## config.mk

```make
export PLATFORM = sky130hd
export DESIGN_NAME = wdm_window_watchdog_monitor
export DESIGN_NICKNAME = d
export VERILOG_FILES = /design/src/logic/wdm_window_watchdog_monitor.v
export VERILOG_INCLUDE_DIRS = /design/src /design/src/logic
export SDC_FILE = /design/constraint.sdc
export NUM_CORES = 1
export LEC_CHECK = 0
export BUFFER_PORTS_ARGS = -buffer_cell sky130_fd_sc_hd__buf_4
export CAP_MARGIN = 20
export CORE_ASPECT_RATIO = 0.7
export CORE_MARGIN = 4
export CORE_UTILIZATION = 55
export CTS_CLUSTER_DIAMETER = 200
export DETAILED_ROUTE_END_ITERATION = 10
export PLACE_DENSITY = 0.83
export SLEW_MARGIN = 20
export SYNTH_ARGS = -nofsm -noshare
export SYNTH_HDL_FRONTEND = slang
export SYNTH_SLANG_ARGS = --single-unit
```

## constraint.sdc

```tcl
create_clock -name clock -period 4.8 [get_ports clock]
set_input_delay 0.24 -clock clock [delete_from_list [all_inputs] [get_ports clock]]
set_output_delay 0.24 -clock clock [all_outputs]
set_load 0.1 [all_outputs]
```

## src/logic/wdm_defines.vh

```
// Constants for the window watchdog monitor
// Operation
// - Measure interval between kick rising edges
// - Fault pulls reset low for hold time
// - Too short is fast fault, too long slow
// - Fast limit equals slow timeout over eight
// - Slow timeout programmable, SLOW register sets it
// - Active only while enable low pin low
// - Start after rails good for activation delay
// - No edge in delay plus timeout faults
// - Missing-clock fault repeats until edges resume
`ifndef WDM_DEFINES_VH
`define WDM_DEFINES_VH
// ****************************************
// Timing
// ****************************************
`define WDM_CLK_HZ 10000000
`define WDM_HOLD_US 2000
`define WDM_START_US 30000
`define WDM_SLOW_US_DEF 10000
`define WDM_FAST_DIV_SHIFT 3
`define WDM_CNT_W 24
// ****************************************
// Register map
// ****************************************
`define WDM_ADDR_W 4
`define WDM_REG_CTRL 4'h0
`define WDM_REG_STAT 4'h4
`define WDM_REG_MASK 4'h8
`define WDM_REG_SLOW 4'hc
`define WDM_EV_FAST 0
`define WDM_EV_SLOW 1
`define WDM_EV_MISS 2
`define WDM_EV_W 3
`endif

```

## src/logic/wdm_window_watchdog_monitor.v

```verilog
// Window watchdog monitor with register port and interrupt
//
// The register addresses and the address-and-strobe port were chosen for this implementation.
`timescale 1ns/100ps
`include "wdm_defines.vh"
module wdm_window_watchdog_monitor #(
  parameter [23:0] HOLD_CYC = `WDM_HOLD_US * (`WDM_CLK_HZ / 1000000),
  parameter [23:0] START_CYC = `WDM_START_US * (`WDM_CLK_HZ / 1000000),
  parameter [23:0] SLOW_CYC_DEF = `WDM_SLOW_US_DEF * (`WDM_CLK_HZ / 1000000)
) (
  input wire clock,
  input wire srst,
  input wire kickClockIn,
  input wire watchdogEnableLow,
  input wire mainRailGood,
  input wire auxRailGood,
  input wire [3:0] regAddr,
  input wire [31:0] regWdata,
  input wire regWrite,
  input wire regRead,
  output reg [31:0] regRdata,
  output reg resetOutN,
  output reg resetOutOe,
  output reg faultFlag,
  output reg irq
);
  // ****************************************
  // States
  // ****************************************
  localparam [3:0] ST_OFF = 4'h1;
  localparam [3:0] ST_WAIT = 4'h2;
  localparam [3:0] ST_RUN = 4'h4;
  localparam [3:0] ST_HOLD = 4'h8;

  // ****************************************
  // Input synchronisers
  // ****************************************
  reg [2:0] kickSync_reg;
  reg [2:0] enSync_reg;
  reg [2:0] mainSync_reg;
  reg [2:0] auxSync_reg;
  reg kickLvl_reg;
  reg enLowLvl_reg;
  reg mainLvl_reg;
  reg auxLvl_reg;
  always @(posedge clock) begin
    if (srst) begin
      kickSync_reg <= 3'h0;
      enSync_reg <= 3'h7;
      mainSync_reg <= 3'h0;
      auxSync_reg <= 3'h0;
      kickLvl_reg <= 1'b0;
      enLowLvl_reg <= 1'b1;
      mainLvl_reg <= 1'b0;
      auxLvl_reg <= 1'b0;
    end else begin
      kickSync_reg <= {kickSync_reg[1:0], kickClockIn};
      enSync_reg <= {enSync_reg[1:0], watchdogEnableLow};
      mainSync_reg <= {mainSync_reg[1:0], mainRailGood};
      auxSync_reg <= {auxSync_reg[1:0], auxRailGood};
      // Level changes only once the last two stages agree
      if (kickSync_reg[2] == kickSync_reg[1]) kickLvl_reg <= kickSync_reg[2];
      if (enSync_reg[2] == enSync_reg[1]) enLowLvl_reg <= enSync_reg[2];
      if (mainSync_reg[2] == mainSync_reg[1]) mainLvl_reg <= mainSync_reg[2];
      if (auxSync_reg[2] == auxSync_reg[1]) auxLvl_reg <= auxSync_reg[2];
    end
  end

  reg kickPrev_reg;
  always @(posedge clock) begin
    if (srst) kickPrev_reg <= 1'b0;
    else kickPrev_reg <= kickLvl_reg;
  end
  wire kickRise = kickLvl_reg & ~kickPrev_reg;
  wire active = ~enLowLvl_reg & mainLvl_reg & auxLvl_reg;

  // ****************************************
  // Registers
  // ****************************************
  reg [`WDM_CNT_W-1:0] slowCyc_reg;
  reg [`WDM_EV_W-1:0] status_reg;
  reg [`WDM_EV_W-1:0] mask_reg;
  reg forceOff_reg;
  wire [`WDM_CNT_W-1:0] fastCyc = slowCyc_reg >> `WDM_FAST_DIV_SHIFT;

  function hitAddr;
    input [3:0] addr;
    input [3:0] target;
    begin
      hitAddr = (addr == target);
    end
  endfunction

  // ****************************************
  // Watchdog engine
  // ****************************************
  reg [3:0] state_reg;
  reg [`WDM_CNT_W-1:0] cnt_reg;
  reg [`WDM_CNT_W-1:0] holdCnt_reg;
  reg seenEdge_reg;
  reg armed_reg;
  reg [`WDM_EV_W-1:0] event_reg;
  always @(posedge clock) begin
    if (srst) begin
      state_reg <= ST_OFF;
      cnt_reg <= {`WDM_CNT_W{1'b0}};
      holdCnt_reg <= {`WDM_CNT_W{1'b0}};
      seenEdge_reg <= 1'b0;
      armed_reg <= 1'b0;
      event_reg <= {`WDM_EV_W{1'b0}};
    end else begin
      event_reg <= {`WDM_EV_W{1'b0}};
      if (!active || forceOff_reg) begin
        // Any drop of enable or rails restarts the activation delay
        state_reg <= ST_OFF;
        cnt_reg <= {`WDM_CNT_W{1'b0}};
        seenEdge_reg <= 1'b0;
        armed_reg <= 1'b0;
      end else begin
        case (state_reg)
          ST_OFF: begin
            state_reg <= ST_WAIT;
            cnt_reg <= {`WDM_CNT_W{1'b0}};
          end
          ST_WAIT: begin
            // Startup grace spans activation delay plus slow timeout
            // Kicks before the activation delay are ignored, not measured
            if (kickRise && cnt_reg >= START_CYC) begin
              state_reg <= ST_RUN;
              cnt_reg <= {`WDM_CNT_W{1'b0}};
              seenEdge_reg <= 1'b1;
              armed_reg <= 1'b1;
            end else if (cnt_reg >= START_CYC + slowCyc_reg - 1'b1) begin
              state_reg <= ST_HOLD;
              holdCnt_reg <= {`WDM_CNT_W{1'b0}};
              event_reg[`WDM_EV_MISS] <= 1'b1;
            end else begin
              cnt_reg <= cnt_reg + 1'b1;
            end
          end
          ST_RUN: begin
            if (kickRise) begin
              if (armed_reg && cnt_reg < fastCyc) begin
                state_reg <= ST_HOLD;
                holdCnt_reg <= {`WDM_CNT_W{1'b0}};
                event_reg[`WDM_EV_FAST] <= 1'b1;
              end
              cnt_reg <= {`WDM_CNT_W{1'b0}};
              armed_reg <= 1'b1;
            end else if (armed_reg && cnt_reg >= slowCyc_reg) begin
              state_reg <= ST_HOLD;
              holdCnt_reg <= {`WDM_CNT_W{1'b0}};
              event_reg[`WDM_EV_SLOW] <= 1'b1;
            end else if (!armed_reg && cnt_reg >= slowCyc_reg) begin
              // No edge since the last hold: missing clock, repeat
              state_reg <= ST_HOLD;
              holdCnt_reg <= {`WDM_CNT_W{1'b0}};
              event_reg[`WDM_EV_MISS] <= 1'b1;
            end else begin
              cnt_reg <= cnt_reg + 1'b1;
            end
          end
          ST_HOLD: begin
            if (holdCnt_reg >= HOLD_CYC - 1'b1) begin
              state_reg <= ST_RUN;
              cnt_reg <= {`WDM_CNT_W{1'b0}};
              armed_reg <= 1'b0;
            end else begin
              holdCnt_reg <= holdCnt_reg + 1'b1;
            end
          end
          default: begin
            state_reg <= ST_OFF;
          end
        endcase
      end
    end
  end

  // ****************************************
  // Register port and interrupt
  // ****************************************
  always @(posedge clock) begin
    if (srst) begin
      slowCyc_reg <= SLOW_CYC_DEF;
      mask_reg <= {`WDM_EV_W{1'b0}};
      status_reg <= {`WDM_EV_W{1'b0}};
      forceOff_reg <= 1'b0;
      regRdata <= 32'h0;
    end else begin
      regRdata <= 32'h0;
      if (regWrite && hitAddr(regAddr, `WDM_REG_CTRL)) forceOff_reg <= regWdata[0];
      if (regWrite && hitAddr(regAddr, `WDM_REG_MASK)) mask_reg <= regWdata[`WDM_EV_W-1:0];
      if (regWrite && hitAddr(regAddr, `WDM_REG_SLOW)) slowCyc_reg <= regWdata[`WDM_CNT_W-1:0];
      // Set beats clear so an event in the clearing cycle survives
      if (regWrite && hitAddr(regAddr, `WDM_REG_STAT))
        status_reg <= (status_reg & ~regWdata[`WDM_EV_W-1:0]) | event_reg;
      else
        status_reg <= status_reg | event_reg;
      if (regRead) begin
        if (hitAddr(regAddr, `WDM_REG_CTRL))
          regRdata <= {27'h0, state_reg, forceOff_reg};
        else if (hitAddr(regAddr, `WDM_REG_STAT))
          regRdata <= {29'h0, status_reg};
        else if (hitAddr(regAddr, `WDM_REG_MASK))
          regRdata <= {29'h0, mask_reg};
        else if (hitAddr(regAddr, `WDM_REG_SLOW))
          regRdata <= {8'h0, slowCyc_reg};
      end
    end
  end

  always @(posedge clock) begin
    if (srst) begin
      resetOutN <= 1'b1;
      resetOutOe <= 1'b0;
      faultFlag <= 1'b0;
      irq <= 1'b0;
    end else begin
      // Open drain: drive low only during the hold
      resetOutN <= 1'b0;
      resetOutOe <= (state_reg == ST_HOLD) && active && !forceOff_reg;
      faultFlag <= (state_reg == ST_HOLD) && active && !forceOff_reg;
      irq <= |(((status_reg | event_reg)) & mask_reg);
    end
  end
endmodule

```

==> impl_metrics.env <==
export IMPL_port_buffers=63
export IMPL_vdd_drop_max_v=0.000253
export IMPL_ys_flop_type="dfxtp_1"
export IMPL_hold_path_end="slowCyc_reg[15]"
export IMPL_die_h_microns=104
export IMPL_finalHoldViolCount=0
export IMPL_avgViaCountPerCell=6.02
export IMPL_finalCritPeriodShare_pct=94.0
export IMPL_yosys_register_bits=131
export IMPL_tritoncts="yes"
export IMPL_wl_per_cell_microns=17.1
export IMPL_antenna_found_initial=0
export IMPL_drv_cap=0
export IMPL_drv_slew=0
export IMPL_hold_depth=2
export IMPL_cp_start_kind="register"
export IMPL_placed_cells=1067
export IMPL_worst_ep_required_time_ns=5.10
export IMPL_layout_setup_ws_ns=0.286
export IMPL_drive_gt1_share_pct=13.4
export IMPL_grt_pass1_wl_mm=30.7
export IMPL_min_path_type="in2reg"
export IMPL_syn_inst=865
export IMPL_yosysTopAreaCell="dfxtp_1"
export IMPL_cts_buffers=17
export IMPL_cts_max_level=4
export IMPL_ctsLongestPathBuffers=2
export IMPL_design_die_area_sq_mm=0.0152
export IMPL_final_core_util_pct=66.6
export IMPL_r2r_slack_ns=0.29
export IMPL_coreArea_sq_mm=0.0127
export IMPL_skew_ns=0.0185
export IMPL_grt_pass1_vias=6057
export IMPL_whs_ns=0.0104
export IMPL_globalRouteOverflowTotal=0
export IMPL_cts_root_buffer="clkbuf_16"
export IMPL_dpl_cell_area_sq_mm=0.00784
export IMPL_area_delta_synth_final_pct=16.0
export IMPL_async_reset_ff_share_pct=0
export IMPL_clk_latency_ns=0.44
export IMPL_cp_max_fo=23
export IMPL_status="complete, no violations"
export IMPL_num_antenna_cells=0
export IMPL_drc=0
export IMPL_rr_worst_depth=17
export IMPL_grt_usage_pct=24.5
export IMPL_p_per_area_mw_per_mm2=297
export IMPL_netlist_area_sq_mm=0.00728
export IMPL_drtIter0Drc=536
export IMPL_first_pass_iters=5
export IMPL_r2r_start="slowCyc_reg[3]"
export IMPL_start_util_pct=57.4
export IMPL_place_ws_ns=0.239
export IMPL_period_minus_slack_ns=4.51
export IMPL_clkTransAtPathRegs_ns=0.06
export IMPL_worst_endpoint_arrival_ns=4.81
export IMPL_end_kind="register"
export IMPL_final_area_sq_mm=0.00844
export IMPL_rows=34
export IMPL_power_leakage_nw=3.49
export IMPL_ys_warn_count=0
export IMPL_fp_dieW_microns=145
export IMPL_p_total_mw=2.50
export IMPL_clock_sinks=131
export IMPL_seq_area_frac_synth_pct=36.0
export IMPL_synth_cell_types=69
export IMPL_min_from="regWdata[15]"
export IMPL_max_clock_freq_mhz=222
export IMPL_tns_ns=0
export IMPL_cts_setup_buffers=0
export IMPL_fin_cells=1100
export IMPL_rsz0062_at_grt="no"
export IMPL_relSlewSlack_pct=35.1
export IMPL_worstMarginPinSlew_ns=0.971
export IMPL_wirelength_mm=18.8
export IMPL_dp_hpwl_mm=13.1
export IMPL_synth_edf_count=0
export IMPL_vias=6627
export IMPL_finalSetupViolCount=0
export IMPL_synthTopCellsByArea="dfxtp_1 36%, ha_1 12%, nand2_1 4.7%, a21oi_1 4.6%, o21ai_0 3.2%"
export IMPL_synth_top_cell_area_share_pct=36.0
export IMPL_num_io_pins=80
export IMPL_fin_nets=1041
export IMPL_synth_avg_cell_area_sq_um=8.41
export IMPL_gp_congestion=0.934
export IMPL_regToRegEndpoint="cnt_reg[8]"
export IMPL_grt_max_degree=69
export IMPL_ant_nets=0
export IMPL_crit_type="reg2reg"
==> synthesized netlist by cell type, drive strengths merged, types with 3 or more instances <==
| library cell | count |
|---|---|
| or2 | 9 |
| xnor2 | 21 |
| or3b | 3 |
| o211ai | 6 |
| nor2b | 25 |
| buf | 13 |
| o21a | 9 |
| a21o | 8 |
| and3 | 16 |
| ha | 72 |
| mux2i | 7 |
| a21oi | 68 |
| a211oi | 5 |
| inv | 33 |
| o21ai | 52 |
| nand4 | 14 |
| clkbuf | 23 |
| nor2 | 58 |
| a211o | 8 |
| and4 | 4 |
| nor3 | 27 |
| or4 | 3 |
| nand3 | 37 |
| nand2 | 92 |
| or3 | 7 |
| nor4 | 3 |
| and2 | 25 |
| nand2b | 15 |
| a31oi | 19 |
| o31ai | 18 |
| dfxtp | 131 |
==> final cells by class <==
type,instances,area (sq um)
clock buffer,18,429
clock inverter,14,141
fill,1000,4240
inverter,33,124
multi-input combinational,672,4390
sequential,131,2620
tap,162,203
timing repair buffer,70,528
==> worst max-delay path by stage <==
stage | from | to
after floorplan | slowCyc_reg[2] | cnt_reg[11]
after global placement | slowCyc_reg[0] | cnt_reg[2]
after detailed placement | slowCyc_reg[0] | cnt_reg[18]
after CTS | slowCyc_reg[0] | cnt_reg[8]
after global routing | slowCyc_reg[3] | holdCnt_reg[13]
final | slowCyc_reg[3] | cnt_reg[8]
==> cell usage in the layout, fill, tap and decap left out, drive strengths merged, types with 4 or more instances in the layout <==
master,count
xnor2,21
nand2b,15
o21a,9
and2,25
nor2b,25
mux2i,7
a211o,8
buf,69
nor2,58
dfxtp,131
o211ai,6
inv,41
conb,8
and3,16
nand2,92
clkinv,4
or2,9
nand3,37
or3,7
o21ai,52
a31oi,19
ha,72
a211oi,5
o31ai,18
nand4,14
and4,4
a21oi,68
a21o,8
clkbuf,18
nor3,27
==> cells by family (layout without fill, tap and decap cells) <==
kind of cell             Yosys count  after routing  share of synthesized area [%]
other                              1              8                         0.0515
XOR/XNOR                          22             22                           2.65
AO/OA/AOI/OAI                    217            217                           19.1
buffers and inverters             69            135                           4.28
multiplexers                       7              7                          0.963
AND/OR/NAND/NOR                  346            346                           24.6
adder cells (fa/ha/maj)           72             72                           12.4
flip-flops                       131            131                           36.0
==> power breakdown <==
group | internal (mW) | leakage [nW] | switching [mW]
registers | 1.10 | 1.06 | 0.00677
clock network | 0.728 | 0.279 | 0.544
logic | 0.0429 | 2.16 | 0.0862
==> metal layers <==
| metal | share of wire (%) | GRT usage [%] | vias to the layer above | wire length, microns |
|---|---|---|---|---|
| met4 | 1.4 | 6.44 | 0 | 266 |
| li1 | - | - | 3216 | - |
| met3 | 9.0 | 6.62 | 23 | 1700 |
| met1 | 46 | 34.8 | 3076 | 8710 |
| met2 | 43 | 36.9 | 312 | 8090 |
| met5 | 0 | 0 | - | 0 |
==> critical path: stages (launching register included) <==
cell,delay (ns)
dfxtp_1,0.49
nor3_2,0.10
a21oi_1,0.33
or2_2,0.20
a31oi_1,0.15
o31ai_1,0.45
a31o_2,0.26
nand3_1,0.09
xnor2_1,0.14
ha_1,0.30
a21o_1,0.17
a21oi_1,0.14
nor2b_1,0.08
a2111oi_1,0.29
buf_4,0.19
a21o_1,0.21
nand3b_4,0.30
o31ai_1,0.47
==> timing repair <==
action / in CTS / in global routing
resized for setup: 0 / 4
setup endpoints to repair: 0 / 48
hold endpoints to repair: 1 / 0
hold buffers: 1 / 0
Note: power is estimated with default switching activity, not from simulation.
